File: src/logic/rusp_pkg.sv
// package: constants and types for the remote update setting port
package rusp_pkg;
	localparam int unsigned SEL_W       = 3;
	localparam int unsigned VAL_W       = 12;
	localparam int unsigned NUM_SETTING = 8;
	// cycles an access stays busy after the accepting edge (plain default)
	localparam int unsigned ACCESS_CYC  = 4;
	localparam int unsigned CNT_W       = 4;
	localparam logic [VAL_W-1:0] SETTING_RST = 12'h000;
	localparam logic [CNT_W-1:0] CNT_ZERO    = 4'h0;
	localparam logic [CNT_W-1:0] CNT_ONE     = 4'h1;
	// width of each setting's valid field, low bits used
	localparam int unsigned FIELD_W [NUM_SETTING] = '{5, 12, 1, 12, 12, 12, 12, 12};

	typedef enum logic [1:0] {
		RUSP_IDLE  = 2'b00,
		RUSP_READ  = 2'b01,
		RUSP_WRITE = 2'b10
	} rusp_state_t;

	typedef struct packed {
		logic             read_req;
		logic             write_req;
		logic [SEL_W-1:0] select;
		logic [VAL_W-1:0] value;
	} rusp_req_t;
endpackage

File: src/logic/rusp_setting_port.sv
// module: setting access port of the remote update block
// Notes on behaviour
// RL1 - a sampled read request raises busy until the read completes
// RL2 - selector changes during a read are ignored
// RL3 - user logic starts a new read only after busy falls
// RL4 - unconnected request, selector and value inputs default to zero
// RL5 - a write request stores the value into the selected setting
// RL6 - the write value is captured on the edge where busy rises
// RL7 - value bus is 12 bits; narrow settings keep only low bits
// RL8 - write request is sampled on the rising clock edge
// RL9 - user logic holds write request high for exactly one cycle
// RL10 - a sampled write request raises busy until the write completes; the code raises busy for it only while active_image_kind_in is high
// RL11 - selector and value are ignored during a write
// RL12 - user logic issues the next write only after busy falls
// RL13 - writes only take effect while the factory image is active
// RL14 - selector is a 3-bit code choosing the target setting
// RL15 - everything runs on the rising edge of one clock
// RL16 - asynchronous reset initialises the block even while busy
// RL17 - read value bus is valid only after a read and busy falling
// RL18 - reload trigger is ignored while busy
// RL19 - user logic never asserts read and write together
module rusp_setting_port
	import rusp_pkg::*;
#(
	parameter int unsigned ACCESS_CYCLES = ACCESS_CYC
) (
	// clock and reset
	input  wire logic             clk_in,
	input  wire logic             rst_b_in,
	// access requests
	input  wire logic             setting_read_request_in  = 1'b0,
	input  wire logic             setting_write_request_in = 1'b0,
	input  wire logic [SEL_W-1:0] setting_select_in        = '0,
	input  wire logic [VAL_W-1:0] write_value_bus_in       = '0,
	// configuration state and reload
	input  wire logic             active_image_kind_in,
	input  wire logic             reload_trigger_in,
	// answers
	output logic                  busy_out,
	output logic [VAL_W-1:0]      read_value_bus_out,
	output logic                  reload_start_out
);

	// ****************************************
	// request and state registers
	// ****************************************
	rusp_req_t        req;
	rusp_state_t      state_r, state_nxt;
	logic [CNT_W-1:0] cnt_r, cnt_nxt;
	logic [SEL_W-1:0] sel_r, sel_nxt;
	logic [VAL_W-1:0] val_r, val_nxt;
	logic [VAL_W-1:0] rdata_r, rdata_nxt;
	logic             busy_r, busy_nxt;
	logic             reload_r, reload_nxt;
	logic [VAL_W-1:0] setting_r [NUM_SETTING];
	logic             commit;

	// unconnected request, selector and value inputs fall to their zero defaults above  [RL4]
	assign req = '{read_req: setting_read_request_in, write_req: setting_write_request_in,
		select: setting_select_in, value: write_value_bus_in};

	// ****************************************
	// access sequencer
	// ****************************************
	always_comb begin
		state_nxt  = state_r;
		cnt_nxt    = cnt_r;
		sel_nxt    = sel_r;
		val_nxt    = val_r;
		rdata_nxt  = rdata_r;
		busy_nxt   = busy_r;
		reload_nxt = 1'b0;
		commit     = 1'b0;
		unique case (state_r)
			RUSP_IDLE: begin
				// a reload is only honoured while idle  [RL18]
				reload_nxt = reload_trigger_in;
				if (req.read_req) begin // [RL1] [RL15]
					state_nxt = RUSP_READ;
					sel_nxt   = req.select; // [RL14]
					cnt_nxt   = CNT_W'(ACCESS_CYCLES);
					busy_nxt  = 1'b1;
				end else if (req.write_req && active_image_kind_in) begin // [RL8] [RL10] [RL13]
					state_nxt = RUSP_WRITE;
					sel_nxt   = req.select;
					val_nxt   = req.value; // [RL6]
					cnt_nxt   = CNT_W'(ACCESS_CYCLES);
					busy_nxt  = 1'b1;
				end
			end
			RUSP_READ: begin
				// selector is not looked at here  [RL2]
				cnt_nxt = cnt_r - CNT_ONE;
				if (cnt_r == CNT_ONE) begin
					state_nxt = RUSP_IDLE;
					busy_nxt  = 1'b0;
					rdata_nxt = setting_r[sel_r]; // [RL17]
				end
			end
			RUSP_WRITE: begin
				// selector and value held from the accepting edge  [RL11]
				cnt_nxt = cnt_r - CNT_ONE;
				if (cnt_r == CNT_ONE) begin
					state_nxt = RUSP_IDLE;
					busy_nxt  = 1'b0;
					commit    = 1'b1;
				end
			end
			default: begin
				state_nxt = RUSP_IDLE;
				busy_nxt  = 1'b0;
				cnt_nxt   = CNT_ZERO;
			end
		endcase
	end

	always_ff @(posedge clk_in or negedge rst_b_in) begin
		if (!rst_b_in) begin // [RL16]
			state_r  <= RUSP_IDLE;
			cnt_r    <= CNT_ZERO;
			sel_r    <= '0;
			val_r    <= SETTING_RST;
			rdata_r  <= SETTING_RST;
			busy_r   <= 1'b0;
			reload_r <= 1'b0;
		end else begin
			state_r  <= state_nxt;
			cnt_r    <= cnt_nxt;
			sel_r    <= sel_nxt;
			val_r    <= val_nxt;
			rdata_r  <= rdata_nxt;
			busy_r   <= busy_nxt;
			reload_r <= reload_nxt;
		end
	end

	// ****************************************
	// setting store
	// ****************************************
	for (genvar i = 0; i < NUM_SETTING; i++) begin : g_setting
		logic [VAL_W-1:0] mask;
		logic [VAL_W-1:0] set_nxt;
		assign mask = VAL_W'((13'h001 << FIELD_W[i]) - 13'h001);
		always_comb begin
			set_nxt = setting_r[i];
			if (commit && (sel_r == SEL_W'(i))) begin
				set_nxt = val_r & mask; // [RL5] [RL7]
			end
		end
		always_ff @(posedge clk_in or negedge rst_b_in) begin
			if (!rst_b_in) begin
				setting_r[i] <= SETTING_RST;
			end else begin
				setting_r[i] <= set_nxt;
			end
		end
	end

	assign busy_out           = busy_r;
	assign read_value_bus_out = rdata_r;
	assign reload_start_out   = reload_r;

endmodule

File: config.mk
export PLATFORM = sky130hd
export DESIGN_NAME = rusp_setting_port
export DESIGN_NICKNAME = d
export VERILOG_FILES = /design/src/logic/rusp_pkg.sv /design/src/logic/rusp_setting_port.sv
export SDC_FILE = /design/constraint.sdc
export NUM_CORES = 1
export LEC_CHECK = 0
export ABC_AREA = 1
export BUFFER_PORTS_ARGS = -buffer_cell sky130_fd_sc_hd__buf_2
export CAP_MARGIN = 30
export CORE_ASPECT_RATIO = 0.75
export CORE_UTILIZATION = 30
export DETAILED_ROUTE_END_ITERATION = 8
export PLACE_DENSITY = 0.46
export REMOVE_ABC_BUFFERS = 1
export SETUP_SLACK_MARGIN = 0.1
export SLEW_MARGIN = 20
export SYNTH_ARGS = -nofsm -noshare
export SYNTH_HDL_FRONTEND = slang
export SYNTH_SLANG_ARGS = --single-unit
File: constraint.sdc
create_clock -name clk_in -period 4.3 [get_ports clk_in]
set_clock_uncertainty 0.1 [all_clocks]
set_input_delay 0.215 -clock clk_in [delete_from_list [all_inputs] [get_ports clk_in]]
set_output_delay 0.215 -clock clk_in [all_outputs]
set_load 0.02 [all_outputs]
Word level (Yosys, flattened, before mapping) --
Cells that the tools add are included. W data, S select, Z words.
Word-level totals: bits in registers 113, bits of input ports 21, output and inout bits 14, logic and storage cells 67
Cells by class: add/sub/neg operators 1, magnitude comparators 1, eq/ne operators 12, muxes and demuxes 19, bitwise logic cells 2, reduce and logical (&&, ||, !) cells 17
Operators with widths (number):
- $bmux W12 S3 | 1
- $mux W12 | 2
- $eq A3 B3 Y1 const B | 4
- $logic_and A1 B1 Y1 | 9
- $mux W4 | 2
- $pmux W4 S2 | 1
- $eq A3 B2 Y1 const B | 2
- $mux W1 | 6
- $mux W2 | 3
- $mux W3 | 2
- $reduce_and A2 Y1 | 3
- $eq A4 B1 Y1 const B | 1
- $ge A4 B4 Y1 const B | 1
- $not A3 Y4 | 1
- $pmux W2 S2 | 1
- $sub A4 B1 Y4 const B | 1
- $eq A3 B1 Y1 const B | 1
- $logic_not A3 Y1 | 1
- $ne A3 B3 Y1 const B | 1
- $reduce_and A3 Y1 | 1
- $eq A2 B1 Y1 const B | 1
- $eq A2 B2 Y1 const B | 1
- $logic_not A2 Y1 | 1
- $ne A2 B1 Y1 const B | 1
- 4 further kinds | 4

Logic depth before layout (Yosys ltp) --
depth after elaboration 4, depth in mapped cells 9, depth with buffers taken out 9

Worst setup path before layout --
Ideal clock, no wire load.
path kind register to register, start reg cnt_r[1], end reg setting_r[41] in the netlist's numbering, setup time 0.123 ns, arrival 1.454 ns, required time 4.077 ns, setup slack 2.622 ns, cell stages (with the launch flop) 10, buffers on the path 2, period minus slack after synthesis 1.678 ns, cells stage by stage dfrtp_1 inv_1 ha_1 nand2_1 nor2_2 nand2_2 clkbuf_2 clkbuf_1 o21ai_0 nand2_1
On the way: word-level cells in the longest chain between the ends 4
RTL lines:
- start: declaration | line rusp_setting_port.sv:49 | logic [CNT_W-1:0] cnt_r, cnt_nxt;
- start signal: assignment | line rusp_setting_port.sv:128 | cnt_r <= cnt_nxt;
- $eq A4 B1 Y1 | line rusp_setting_port.sv:103 | if (cnt_r == CNT_ONE) begin
- $mux W1 | line rusp_setting_port.sv:103
- $mux W1 | line rusp_setting_port.sv:74 | unique case (state_r)
- $logic_and A1 B1 Y1 | line rusp_setting_port.sv:146 | if (commit && (sel_r == SEL_W'(i))) begin
- end signal: indexed assignment | line rusp_setting_port.sv:154 | setting_r[i] <= set_nxt;
- end: declaration | line rusp_setting_port.sv:55 | logic [VAL_W-1:0] setting_r [NUM_SETTING];
Every way passes these cells. A chain may end at the register's enable or synchronous reset.

Worst setup path in the final report --
start reg sel_r[1], end reg setting_r[28] in the netlist's numbering
On the way: word-level cells in the longest chain between the ends 2
RTL lines:
- start: declaration | line rusp_setting_port.sv:50 | logic [SEL_W-1:0] sel_r, sel_nxt;
- start signal: assignment | line rusp_setting_port.sv:129 | sel_r <= sel_nxt;
- $eq A3 B3 Y1 | line rusp_setting_port.sv:146
- $logic_and A1 B1 Y1 | line rusp_setting_port.sv:146
Every way passes these cells.

==> impl_metrics.json <==
{
  "status": "finished, final reports clean",
  "max_freq_mhz": 349.7,
  "dr.pass1.iters": 5,
  "fin_nets": 780,
  "overflow": 0,
  "portBuffers": 34,
  "root_buffer": "clkbuf_16",
  "p_clk_share_pct": 31.2,
  "area_delta_synth_final_pct": 20.11,
  "cts_tree": "done",
  "hold_violations": 0,
  "finalSetupViolations": 0,
  "rsz0062_at_grt": "false",
  "min_to": "sel_r[0]$_DFFE_PN0P_",
  "yosys_warnings": 0,
  "power.leakage_nw": 3.530,
  "yosysSeqAreaShare_pct": 51.99,
  "vias": 4695,
  "track_usage_pct": 18.03,
  "hp-class": "in2reg",
  "antenna_found_initial": 0,
  "grtUsageMet2_pct": 25.14,
  "grt_util_met1_pct": 27.08,
  "grt_pass1_wl_um": 25120,
  "syn_area_um2": 5439,
  "die_area_um2": 18680,
  "n_antenna_cell": 0,
  "postCtsSetupBuffers": 0,
  "endpoint_kind": "flop",
  "pre_cts_ws_ns": 1.120,
  "synth_edf_count": 0,
  "synth_common_cells": "314 x nand2_1, 113 x dfrtp_1, 92 x o21ai_0, 51 x inv_1, 34 x nand3_1",
  "ant_nets": 0,
  "dieHeight_um": 118.6,
  "required_ns": 4.47,
  "fillers": 1853,
  "critPathKind": "reg2reg",
  "p_comb_share_pct": 28.1,
  "r2r_slack_ns": 1.44,
  "netlist_instances": 717,
  "grt_pass1_vias": 4544,
  "hold_depth": 3,
  "max_stage_delay_ns": 0.56,
  "multi_input_area_um2": 2225,
  "fin_ws_ns": 1.441,
  "synth_top_area_share_pct": 51.99,
  "cts.htree.levels": 4,
  "crit_slowest_cell": "nor2_2",
  "cp_cell_sequence": "buf_8, inv_2, nand2_2, inv_1, nand2_1, nor2_2, o21ai_0",
  "synthFlopType": "dfrtp_1",
  "synthArstFlopShare_pct": 100.0,
  "power.switching_mw": 1.733,
  "power.share.switching_pct": 39.92,
  "internal_power_mw": 2.608,
  "synth_cell_types": 22,
  "use_met3_pct": 4.217,
  "gp_congestion": 0.8042,
  "drc": 0,
  "wl_per_cell_um": 15.18,
  "rr_worst_depth": 7,
  "min_period_ns": 2.859,
  "insertion_delay_ns": 0.42,
  "cts_sinks": 113,
  "ys_seq_elements": 113,
  "synth.most_common_cell": "nand2_1",
  "cap_viol_max_count": 0,
  "worst_pin_slew_ns": 0.8210,
  "start_util_pct": 30.71,
  "die_w_um": 157.5,
  "report.final.slew_viol_count": 0,
  "worst_setup_path_start_kind": "flop",
  "io_pins": 35,
  "vdd_drop_max_uv": 220.8,
  "drt_iter0_drc": 335,
  "timing.rr.end": "setting_r[28]$_DFFE_PN0P_",
  "seqPwrFrac_pct": 40.7,
  "synth_top_area_cell": "dfrtp_1",
  "grt_max_degree": 43,
  "r2r_start": "sel_r[1]$_DFFE_PN0P_",
  "clkTransAtPathRegs_ns": 0.05,
  "hpwlAfterDp_um": 10210,
  "routed_wl_um": 15270,
  "slew_headroom_pct": 45.06,
  "clockBufferDepth": 2,
  "tns_ns": 0,
  "avgViaCountPerCell": 4.667,
  "min_from": "setting_select_in[0]",
  "cellPowerDensity_nw_per_um2": 664.5,
  "cts_made_buffers": 17,
  "drive_above_1_share_pct": 10.60,
  "synth.avg_cell_area_um2": 7.586,
  "rows": 42,
  "grt-busiest-layer": "met1",
  "cp_data_arrival_time_ns": 3.03,
  "register_area_um2": 2828,
  "synthTopCellsByArea": "dfrtp_1 52%, nand2_1 22%, o21ai_0 8.5%",
  "coreArea_um2": 17710,
  "crit_fanout": 26,
  "period_share_pct": 66.49
}
## state kept, by name, summed over array words and instances (netlist names)
name,cells
busy_out,1
state_r,2
cnt_r,4
val_r,12
read_value_bus_out,12
reload_start_out,1
sel_r,3
setting_r,78
## critical path, delay by kind of cell (launching register included)
family / cells / cell delay, ns
compound gates: 1 / 0.14
simple gates: 3 / 1.14
buf+inv: 3 / 0.77
flops: 1 / 0.54
## routing by layer
metal	vias to the layer above	part of all wire, %
li1	2323	-
met1	2254	52
met2	104	43
met3	14	4.1
met4	0	1.1
met5	-	0
## cell type report
type / instances / share of cell area [%]
clock buffers: 19 / 6.780
flip-flops and latches: 113 / 43.29
inverters: 54 / 3.103
well taps: 242 / 4.635
repair buffers: 56 / 6.359
clock inverters: 11 / 1.781
multi-input cells: 511 / 34.05
## per-stage QoR
step	total power, mW	cells	cell area (um^2)	utilization [%]	hold slack (ns)
5_1_grt	4.646	1006	6533	36.89	0.02121
2_1_floorplan	2.418	678	5255	-	-0.1806
4_1_cts	4.350	1004	6502	36.72	0.01664
3_5_place_dp	2.964	957	5773	32.60	0.1446
6_report	4.341	1006	6533	36.89	0.03430
3_3_place_gp	2.950	956	5746	32.44	0.3098
## logic make-up after synthesis
kind of cell	share of synthesized area (%)
simple gates	28.62
flops	51.99
buf+inv	7.108
compound gates	10.90
fa+ha+maj	1.380
## layout by cell type, fill, tap and decap left out
cell type / count
clkinvlp_4: 3
buf_2: 33
clkinv_2: 5
nand2_1: 314
inv_2: 3
bufinv_16: 2
nand2_2: 2
buf_4: 3
nor2_2: 2
nor2_4: 4
inv_1: 51
nor3_1: 1
clkbuf_1: 1
clkbuf_16: 17
buf_16: 1
o22ai_1: 2
clkinv_4: 1
buf_8: 2
o21ai_0: 92
nand3_2: 1
ha_1: 6
nand3_4: 1
dlygate4sd3_1: 17
dfrtp_1: 113
a21oi_1: 24
clkbuf_8: 1
nor2_1: 28
nand3_1: 34
## repair_timing
action	CTS	global route
hold buffers	17	0
resized for setup	0	0
endpoints found under the hold margin	54	0
## power groups by stage
stage	clock network, mW	registers [mW]	logic (mW)
2_1_floorplan	0	1.74	0.682
3_3_place_gp	0	1.83	1.12
3_5_place_dp	0	1.84	1.13
4_1_cts	1.38	1.82	1.14
5_1_grt	1.44	1.82	1.39
6_report	1.35	1.77	1.22
## worst max path at each step
| stage | startpoint | endpoint | cells past startpoint |
|---|---|---|---|
| final | sel_r[1]$_DFFE_PN0P_ | setting_r[28]$_DFFE_PN0P_ | 7 |
| after global routing | sel_r[1]$_DFFE_PN0P_ | setting_r[28]$_DFFE_PN0P_ | 7 |
| after CTS | sel_r[1]$_DFFE_PN0P_ | setting_r[16]$_DFFE_PN0P_ | 6 |
| after detailed placement | sel_r[1]$_DFFE_PN0P_ | setting_r[16]$_DFFE_PN0P_ | 6 |
| after global placement | sel_r[1]$_DFFE_PN0P_ | setting_r[17]$_DFFE_PN0P_ | 6 |
| after floorplan | sel_r[0]$_DFFE_PN0P_ | setting_r[48]$_DFFE_PN0P_ | 4 |
(Power assumes the default switching activity.)
